<file path="src/core/sld_consts.vh">
/*
 Constants for the short-format load unit: opcode patterns, offset fields,
 register map of the Avalon-MM control slave and load kinds.
 Assumes inclusion by bare name from the core files.
*/
`ifndef SLD_CONSTS_VH
`define SLD_CONSTS_VH

// Opcode matching, masks over bits [10:4] of the halfword
`define OPC_SB_MASK 16'h0780
`define OPC_SB_VAL 16'h0300
`define OPC_UB_MASK 16'h07F0
`define OPC_UB_VAL 16'h0060
`define OPC_SH_MASK 16'h0780
`define OPC_SH_VAL 16'h0400

// Field positions
`define DST_HI 15
`define DST_LO 11
`define OFF7_HI 6
`define OFF4_HI 3

// Fixed base register index
`define ELEM_PTR_IDX 5'h1E

// Register byte addresses
`define REG_CTRL 4'h0
`define REG_INSN 4'h4
`define REG_STAT 4'h8
`define REG_RESULT 4'hC

// Control bits
`define CTRL_MISALIGN 0
`define CTRL_GO 1
`define CTRL_IRQ 2

// Status bits
`define ST_BUSY 0
`define ST_DONE 1
`define ST_ABORT 2
`define ST_ILLEGAL 3

// Load kinds
`define KIND_NONE 2'h0
`define KIND_SB 2'h1
`define KIND_UB 2'h2
`define KIND_SH 2'h3

`define ZERO32 32'h0000_0000
`define ONES32 32'hFFFF_FFFF
`endif

</file>
<file path="src/core/short_format_load_unit.v">
/*
 Short-format load unit: decodes signed byte, unsigned byte and signed
 halfword short loads, forms the address from the element pointer, reads
 memory over a simple data port, extends the datum and writes the general
 register file. Software drives it over an Avalon-MM slave.
 Assumes memory answers MEM_RD with MEM_ACK some cycles later and an
 interrupt request line from the core's interrupt logic.
*/
// The Avalon-MM register port and the register offsets are this design's own decisions.
`timescale 1ns/1ps
`include "sld_consts.vh"

module short_format_load_unit #(
	parameter AW = 32,
	parameter DW = 32
)
(
	// Clock, enable and reset
	input wire CLK,
	input wire CE,
	input wire SYS_RST,
	// Avalon-MM slave
	input wire [3:0] AVS_ADDRESS,
	input wire AVS_READ,
	input wire AVS_WRITE,
	input wire [31:0] AVS_WRITEDATA,
	input wire [3:0] AVS_BYTEENABLE,
	output reg [31:0] AVS_READDATA,
	output reg AVS_WAITREQUEST,
	// Memory read port
	output reg [AW-1:0] MEM_ADDR,
	output reg MEM_RD,
	output reg [1:0] MEM_SIZE,
	input wire MEM_ACK,
	input wire [DW-1:0] MEM_RDATA,
	// Interrupt request and restart address
	input wire IRQ_REQ,
	input wire [31:0] PC_IN,
	output reg [31:0] RETURN_ADDR,
	output reg IRQ_TAKEN,
	// Condition flags, carried through unchanged
	input wire [4:0] FLAGS_IN,
	output reg [4:0] FLAGS_OUT
);
	localparam [4:0] S_IDLE = 5'b00001;
	localparam [4:0] S_BASE = 5'b00010;
	localparam [4:0] S_READ = 5'b00100;
	localparam [4:0] S_WRITE = 5'b01000;
	localparam [4:0] S_ABORT = 5'b10000;

	reg [4:0] state_q;
	reg [15:0] insn_q;
	reg misalign_q;
	reg done_q;
	reg abort_q;
	reg illegal_q;
	reg [31:0] result_q;
	reg [1:0] kind_q;
	reg [31:0] pc_q;
	reg [DW-1:0] data_q;
	reg irq_s1_q;
	reg irq_s2_q;
	reg ack_s1_q;
	reg ack_s2_q;
	reg [DW-1:0] rdata_s1_q;
	reg [DW-1:0] rdata_s2_q;
	reg rf_we;
	wire [31:0] base_q;
	wire [1:0] kind_d;
	wire [4:0] dst_idx;
	wire [7:0] offset;
	wire [31:0] ext_data;
	wire [31:0] sum;
	reg [31:0] rdata_mux;

	// Classify the halfword; illegal unsigned form yields no load
	function [1:0] decode_kind;
		input [15:0] op;
		begin
			decode_kind = `KIND_NONE;
			if ((op & `OPC_SB_MASK) == `OPC_SB_VAL)
				decode_kind = `KIND_SB;
			else if ((op & `OPC_SH_MASK) == `OPC_SH_VAL)
				decode_kind = `KIND_SH;
			// unsigned byte match, needs nonzero destination
			else if (((op & `OPC_UB_MASK) == `OPC_UB_VAL) && (op[`DST_HI:`DST_LO] != 5'h00))
				decode_kind = `KIND_UB;
		end
	endfunction

	// Zero-extended offset per load kind
	function [7:0] offset_of;
		input [1:0] k;
		input [15:0] op;
		begin
			if (k == `KIND_SB)
				offset_of = {1'b0, op[`OFF7_HI:0]};
			else if (k == `KIND_UB)
				offset_of = {4'h0, op[`OFF4_HI:0]};
			// seven-bit field shifted up, low bit zero
			else
				offset_of = {op[`OFF7_HI:0], 1'b0};
		end
	endfunction

	// Extension of raw memory data by load kind
	function [31:0] extend;
		input [1:0] k;
		input [31:0] d;
		begin
			if (k == `KIND_SB)
				extend = {{24{d[7]}}, d[7:0]};
			else if (k == `KIND_UB)
				extend = {24'h00_0000, d[7:0]};
			else
				extend = {{16{d[15]}}, d[15:0]};
		end
	endfunction

	assign kind_d = decode_kind(insn_q);
	assign dst_idx = insn_q[`DST_HI:`DST_LO];
	assign offset = offset_of(kind_q, insn_q);
	assign sum = base_q + {24'h00_0000, offset};
	assign ext_data = extend(kind_q, data_q);

	// Register file; read port A is always the element pointer
	sld_regfile #(
		.WIDTH(32),
		.DEPTH_LOG2(5)
	) u_regfile (
		.clk(CLK),
		.ce(CE),
		.wr_en(rf_we),
		.wr_idx(dst_idx),
		.wr_data(ext_data),
		.ra_idx(`ELEM_PTR_IDX),
		.ra_q(base_q),
		// Second port open; a load never needs the old destination value
		.rb_idx(dst_idx),
		.rb_q()
	);

	// Pin inputs from the memory side pass two flops
	always @(posedge CLK)
	begin
		if (SYS_RST)
		begin
			irq_s1_q <= 1'b0;
			irq_s2_q <= 1'b0;
			ack_s1_q <= 1'b0;
			ack_s2_q <= 1'b0;
			rdata_s1_q <= {DW{1'b0}};
			rdata_s2_q <= {DW{1'b0}};
		end
		else if (CE)
		begin
			irq_s1_q <= IRQ_REQ;
			irq_s2_q <= irq_s1_q;
			ack_s1_q <= MEM_ACK;
			ack_s2_q <= ack_s1_q;
			rdata_s1_q <= MEM_RDATA;
			rdata_s2_q <= rdata_s1_q;
		end
	end

	// Register write only on completion
	always @*
	begin
		rf_we = CE && (state_q == S_WRITE) && !irq_s2_q;
	end

	// Load sequencer
	always @(posedge CLK)
	begin
		if (SYS_RST)
		begin
			state_q <= S_IDLE;
			kind_q <= `KIND_NONE;
			MEM_ADDR <= `ZERO32;
			MEM_RD <= 1'b0;
			MEM_SIZE <= 2'h0;
			data_q <= {DW{1'b0}};
			done_q <= 1'b0;
			abort_q <= 1'b0;
			illegal_q <= 1'b0;
			result_q <= `ZERO32;
			RETURN_ADDR <= `ZERO32;
			IRQ_TAKEN <= 1'b0;
			pc_q <= `ZERO32;
		end
		else if (CE)
		begin
			IRQ_TAKEN <= 1'b0;
			case (state_q)
				S_IDLE:
				begin
					if (AVS_WRITE && !AVS_WAITREQUEST && AVS_ADDRESS == `REG_CTRL
						&& AVS_WRITEDATA[`CTRL_GO])
					begin
						kind_q <= kind_d;
						pc_q <= PC_IN;
						done_q <= 1'b0;
						abort_q <= 1'b0;
						illegal_q <= (kind_d == `KIND_NONE);
						if (kind_d != `KIND_NONE)
							state_q <= S_BASE;
					end
				end
				S_BASE:
				begin
					// Element pointer read settles in this cycle
					state_q <= S_READ;
				end
				S_READ:
				begin
					if (!MEM_RD)
					begin
						MEM_RD <= 1'b1;
						MEM_SIZE <= (kind_q == `KIND_SH) ? 2'h1 : 2'h0;
						// halfword address low bit cleared when misaligned access off
						if (kind_q == `KIND_SH && !misalign_q)
							MEM_ADDR <= sum & (`ONES32 - 32'h0000_0001);
						// unmasked address when misaligned access on
						else
							MEM_ADDR <= sum;
					end
					else if (ack_s2_q)
					begin
						MEM_RD <= 1'b0;
						data_q <= rdata_s2_q;
						state_q <= S_WRITE;
					end
				end
				S_WRITE:
				begin
					// abort even after the read completed
					if (irq_s2_q)
						state_q <= S_ABORT;
					else
					begin
						result_q <= ext_data;
						done_q <= 1'b1;
						state_q <= S_IDLE;
					end
				end
				S_ABORT:
				begin
					// return to this load's own address
					RETURN_ADDR <= pc_q;
					IRQ_TAKEN <= 1'b1;
					abort_q <= 1'b1;
					MEM_RD <= 1'b0;
					state_q <= S_IDLE;
				end
				default:
					state_q <= S_IDLE;
			endcase
			// interrupt abandons a load in flight
			if (irq_s2_q && (state_q == S_BASE || state_q == S_READ))
				state_q <= S_ABORT;
		end
	end

	always @(posedge CLK)
	begin
		if (SYS_RST)
			FLAGS_OUT <= 5'h00;
		else if (CE)
			FLAGS_OUT <= FLAGS_IN;
	end

	// Read mux for the slave; unmapped addresses read zero
	always @*
	begin
		if (AVS_ADDRESS == `REG_CTRL)
			rdata_mux = {31'h0000_0000, misalign_q};
		else if (AVS_ADDRESS == `REG_INSN)
			rdata_mux = {16'h0000, insn_q};
		else if (AVS_ADDRESS == `REG_STAT)
			rdata_mux = {28'h000_0000, illegal_q, abort_q, done_q, state_q != S_IDLE};
		else if (AVS_ADDRESS == `REG_RESULT)
			rdata_mux = result_q;
		else
			rdata_mux = `ZERO32;
	end

	// Avalon slave: one wait cycle, then the answer at the released edge
	always @(posedge CLK)
	begin
		if (SYS_RST)
		begin
			AVS_WAITREQUEST <= 1'b1;
			AVS_READDATA <= `ZERO32;
			misalign_q <= 1'b0;
			insn_q <= 16'h0000;
		end
		else if (CE)
		begin
			if ((AVS_READ || AVS_WRITE) && AVS_WAITREQUEST)
			begin
				AVS_WAITREQUEST <= 1'b0;
				AVS_READDATA <= rdata_mux;
			end
			else
				AVS_WAITREQUEST <= 1'b1;
			if (AVS_WRITE && !AVS_WAITREQUEST && AVS_BYTEENABLE[0])
			begin
				if (AVS_ADDRESS == `REG_CTRL)
					misalign_q <= AVS_WRITEDATA[`CTRL_MISALIGN];
				else if (AVS_ADDRESS == `REG_INSN && state_q == S_IDLE)
					insn_q[7:0] <= AVS_WRITEDATA[7:0];
			end
			if (AVS_WRITE && !AVS_WAITREQUEST && AVS_BYTEENABLE[1]
				&& AVS_ADDRESS == `REG_INSN && state_q == S_IDLE)
				insn_q[15:8] <= AVS_WRITEDATA[15:8];
		end
	end
endmodule

</file>
<file path="src/core/sld_regfile.v">
/*
 General register file: 32 words, two synchronous registered read ports and
 one write port. Register zero always reads zero.
 Assumes a single clock and an enable that freezes all state.
*/
`timescale 1ns/1ps
module sld_regfile #(
	parameter WIDTH = 32,
	parameter DEPTH_LOG2 = 5
)
(
	// Clock
	input wire clk,
	input wire ce,
	// Write port
	input wire wr_en,
	input wire [DEPTH_LOG2-1:0] wr_idx,
	input wire [WIDTH-1:0] wr_data,
	// Read ports
	input wire [DEPTH_LOG2-1:0] ra_idx,
	output reg [WIDTH-1:0] ra_q,
	input wire [DEPTH_LOG2-1:0] rb_idx,
	output reg [WIDTH-1:0] rb_q
);
	reg [WIDTH-1:0] mem [0:(1<<DEPTH_LOG2)-1];

	// Write; index zero is discarded on read instead
	always @(posedge clk)
	begin
		if (ce && wr_en)
		begin
			mem[wr_idx] <= wr_data;
		end
	end

	// Registered reads, register zero forced to zero
	always @(posedge clk)
	begin
		if (ce)
		begin
			ra_q <= (ra_idx == {DEPTH_LOG2{1'b0}}) ? {WIDTH{1'b0}} : mem[ra_idx];
			rb_q <= (rb_idx == {DEPTH_LOG2{1'b0}}) ? {WIDTH{1'b0}} : mem[rb_idx];
		end
	end
endmodule

</file>
<file path="config.mk">
export PLATFORM = sky130hd
export DESIGN_NAME = short_format_load_unit
export DESIGN_NICKNAME = d
export VERILOG_FILES = /design/src/core/short_format_load_unit.v /design/src/core/sld_regfile.v
export VERILOG_INCLUDE_DIRS = /design/src /design/src/core
export SDC_FILE = /design/constraint.sdc
export NUM_CORES = 1
export LEC_CHECK = 0
export BUFFER_PORTS_ARGS = -buffer_cell sky130_fd_sc_hd__buf_2
export CORE_MARGIN = 5
export CORE_UTILIZATION = 44
export CTS_BUF_LIST = sky130_fd_sc_hd__clkbuf_2
export CTS_CLUSTER_DIAMETER = 150
export CTS_CLUSTER_SIZE = 14
export DETAILED_ROUTE_END_ITERATION = 10
export PLACE_DENSITY = 0.74
export SLEW_MARGIN = 10
export SYNTH_ARGS = -nofsm -noshare
export SYNTH_HDL_FRONTEND = slang
export SYNTH_SLANG_ARGS = --single-unit
</file>
<file path="constraint.sdc">
create_clock -name CLK -period 6.7 [get_ports CLK]
set_input_delay 1.005 -clock CLK [delete_from_list [all_inputs] [get_ports CLK]]
set_output_delay 1.005 -clock CLK [all_outputs]
set_load 0.005 [all_outputs]
</file>
==> flow_summary_export.csv <==
group,metric,value,unit
pwr,internal-power,1.69,mW
global_routing,antenna_found_initial,2,
logic_synthesis,syn_avg_cell_area,9.31,µm²
routing,wl_per_cell,15.5,µm
routing,num_vias,7729,
pwr,switching_power,0.534,mW
floorplanning,row_count,54,
finish,nets,1314,
floorplanning,start_util,44.8,%
critical_path,critPathMaxStageDelay,960,ps
global_routing,grt_max_degree,118,
routing,via_per_inst,5.24,
logic_synthesis,synth_edf_count,32,
timing,rsz0062_at_grt,"no",
cts,clkTransAtPathRegs,280,ps
logic_synthesis,synth_seq_cells,249,
global_routing,gr-total-overflow,0,
placed_design,gp_congestion,0.862,
floorplanning,ioPinCount,222,
routing,first_pass_iters,5,
logic_synthesis,ys.warnings.count,0,
pwr,pwr-share-seq,69.5,%
logic_synthesis,syn_area,0.00981,mm²
cts,postCtsSetupRepairBufs,0,
critical_path,cp.arrival,4680,ps
finish,fin_util,49.9,%
floorplanning,core,0.0219,mm²
cts,htree_levels,1,
logic_synthesis,synth_async_sr_flop_share,0,%
critical_path,r2r_setup_slack,2740,ps
logic_synthesis,synth_top_area_share,44.3,%
critical_path,r2r_cells,9,
timing,fin_worst_skew,43.0,ps
floorplanning,die_h,159,µm
pwr,p_per_area,204,mW/mm²
critical_path,cp-start-kind,"flip-flop",
pwr,vdd_drop_max,137,µV
global_routing,grt_pass1_vias,7284,
timing,relSlewSlack,22.3,%
routing,wirelength,22900,µm
routing,drc,0,
timing,setup_ws,2740,ps
timing,finalCritPeriodShare,59.0,%
cts,root_buffer,"clkbuf_2",
critical_path,critical_path_class,"reg -> reg",
logic_synthesis,postSynthCellCount,1054,
finish,nFillCells,2077,
pwr,finalPower,2.22,mW
timing,tightest_slew,1160,ps
finish,fin_cells,1476,
global_routing,grt_pass1_wl,37400,µm
pwr,switching_share,24.0,%
critical_path,end_kind,"flip-flop",
critical_path,critPathSlowestCell,"xnor2_1",
timing,slew_viol_final,0,
cts,numCtsBuffers,21,
timing,setup-tns-final,0,ps
finish,layout-drive-gt1-share,20.6,%
timing,fin_crit,3960,ps
placed_design,placed_area,0.0108,mm²
cts,cts-resized-gates,0,
logic_synthesis,yosysUniqueCellTypes,62,
timing,setup_viol,0,
status,status,"finished, final reports clean",
floorplanning,die_x,159,µm
min_path,hold_depth,3,
timing,hold_slack,383,ps
logic_synthesis,synthFlopType,"dfxtp_1",
logic_synthesis,synth_top_area_cell,"dfxtp_1",
logic_synthesis,synth-seq-area-share,54.1,%
cts,cts_sinks,249,
critical_path,path_cells,"xnor2_1, mux2_2, ha_1, o21ai_0, nor3_1, nor2_1, or3b_2, ha_1, a211oi_1",
placed_design,io_buffers,186,
global_routing,track_usage,17.3,%
cts,cts_max_path_buffers,3,
min_path,min_path_type,"in -> reg",
timing,finalHoldViolations,0,
logic_synthesis,ys_top_cells_by_area,"dfxtp_1 44%, edfxtp_1 9.8%, nand2_1 8.5%",
finish,final_area,0.0109,mm²
logic_synthesis,synth_nets,1180,
floorplanning,dieArea,0.0254,mm²
critical_path,critPathRequiredTime,7430,ps
cts,clock_latency,810,ps
routing,dr.first_iter.drc_count,533,
pwr,p_leak,4.56,nW
finish,syn2layout_area_growth,11.2,%
placed_design,dpl.hpwl,15800,µm
cts,hold_buffers,0,
cts,cts_tree,"yes",
run,drv_cap,0,
critical_path,crit_top_cell,"ha_1",
placed_design,place_ws,2780,ps
timing,clock.fmax,253,MHz
pwr,p_clk_share,25.2,%
routing,ant_nets,0,
pwr,comb_power_share,5.3,%
critical_path,cp_max_fo,13,
placed_design,dp_cells,1445,
synthesized netlist by cell type, types with 2 or more instances:
cell type	number
a21boi_0	2
nand3_1	15
dfxtp_1	217
nor4b_1	3
ha_1	9
or4_1	3
clkbuf_1	52
nand4b_1	2
buf_4	18
nor2b_1	3
nand2_1	221
nor4_1	4
nand2b_1	3
nor3_1	19
nand3b_1	3
edfxtp_1	32
a221oi_1	10
mux2i_1	79
o21a_1	3
or3_1	4
buf_2	11
mux2_2	8
buf_6	3
a21o_1	2
inv_1	2
a22o_1	5
nor2_1	114
a22oi_1	5
and3_1	4
or3b_2	3
xor2_1	8
xnor2_1	2
o21ai_0	13
a211oi_1	12
a21oi_1	116
and2_1	2
o211ai_1	9
nor2_2	2
and4_1	5
and3b_1	3
o21bai_1	2
worst max-delay path, delay by kind of cell (launching register included):
kind	cells	cell delay [ps]
AO/OA/AOI/OAI	2	330
XOR/XNOR	1	960
adder cells (fa/ha/maj)	2	640
flip-flops	1	490
multiplexers	1	440
AND/OR/NAND/NOR	3	1000
cells in the final DEF (no fill, tap or decap), drive strengths merged, types with 4 or more instances in the layout:
cell,instances
edfxtp,32
nor3,20
o21ai,13
a21oi,116
and4,5
ha,9
a22o,5
nand3,15
a221oi,10
xor2,8
nor4b,4
clkbuf,28
mux2,8
mux2i,79
o211ai,9
dfxtp,217
buf,196
a22oi,5
and3,4
nand2,221
nor4,4
a211oi,12
or3,5
nor2,116
logic make-up after synthesis:
| kind of cell | Yosys count | share of synthesized area [%] |
|---|---|---|
| AO/OA/AOI/OAI | 190 | 11.6 |
| XOR/XNOR | 10 | 0.893 |
| adder cells (fa/ha/maj) | 10 | 1.35 |
| buffers and inverters | 87 | 4.39 |
| flip-flops | 249 | 54.1 |
| multiplexers | 88 | 9.21 |
| other | 1 | 0.0382 |
| AND/OR/NAND/NOR | 419 | 18.5 |
final cells by class:
cell class / instances / area [µm²] / share of cell area [%]
Timing Repair Buffer: 196 / 1010 / 9.30
Tap cell: 280 / 350 / 3.21
Inverter: 2 / 7.51 / 0.0688
Sequential cell: 249 / 5310 / 48.6
Clock buffer: 28 / 140 / 1.28
Antenna cell: 1 / 2.50 / 0.0229
Multi-Input combinational cell: 718 / 4080 / 37.4
Clock inverter: 2 / 8.76 / 0.0803
power by group through the flow:
stage | Clock (mW) | Combinational, mW | Sequential (mW)
2_1_floorplan | 0 | 0.0674 | 1.57
3_3_place_gp | 0 | 0.116 | 1.57
3_5_place_dp | 0 | 0.117 | 1.57
4_1_cts | 0.592 | 0.118 | 1.55
5_1_grt | 0.654 | 0.130 | 1.55
6_report | 0.561 | 0.117 | 1.55
flip-flops by register name, summed over array words and instances, names as in the netlist, 2 cells and up:
| name | cells |
|---|---|
| insn_q | 16 |
| rdata_s2_q | 16 |
| rdata_s1_q | 16 |
| RETURN_ADDR | 32 |
| u_regfile.ra_q | 16 |
| data_q | 16 |
| state_q | 5 |
| MEM_ADDR | 32 |
| FLAGS_OUT | 5 |
| pc_q | 32 |
| u_regfile.mem | 16 |
| AVS_READDATA | 17 |
| kind_q | 2 |
| result_q | 16 |
routing by layer:
metal / share of wire, % / routed length, µm / global-route usage, % / vias to the layer above
met4: 1.9 / 435 / 4.92 / 2
met3: 7.9 / 1810 / 3.93 / 36
li1: - / - / - / 3877
met2: 45 / 10300 / 26.7 / 278
met1: 45 / 10400 / 24.4 / 3536
met5: 0.031 / 7 / 0 / -
worst paths after layout:
| kind | end | start |
|---|---|---|
| worst max-delay path | MEM_ADDR[15] | kind_q[0] |
| worst min-delay path | pc_q[7] | PC_IN[7] |
| worst max register to register | MEM_ADDR[15] | kind_q[0] |
| worst min register to register | u_regfile.ra_q[11] | u_regfile.mem[30][11] |
Note: power is estimated with default switching activity, not from simulation.
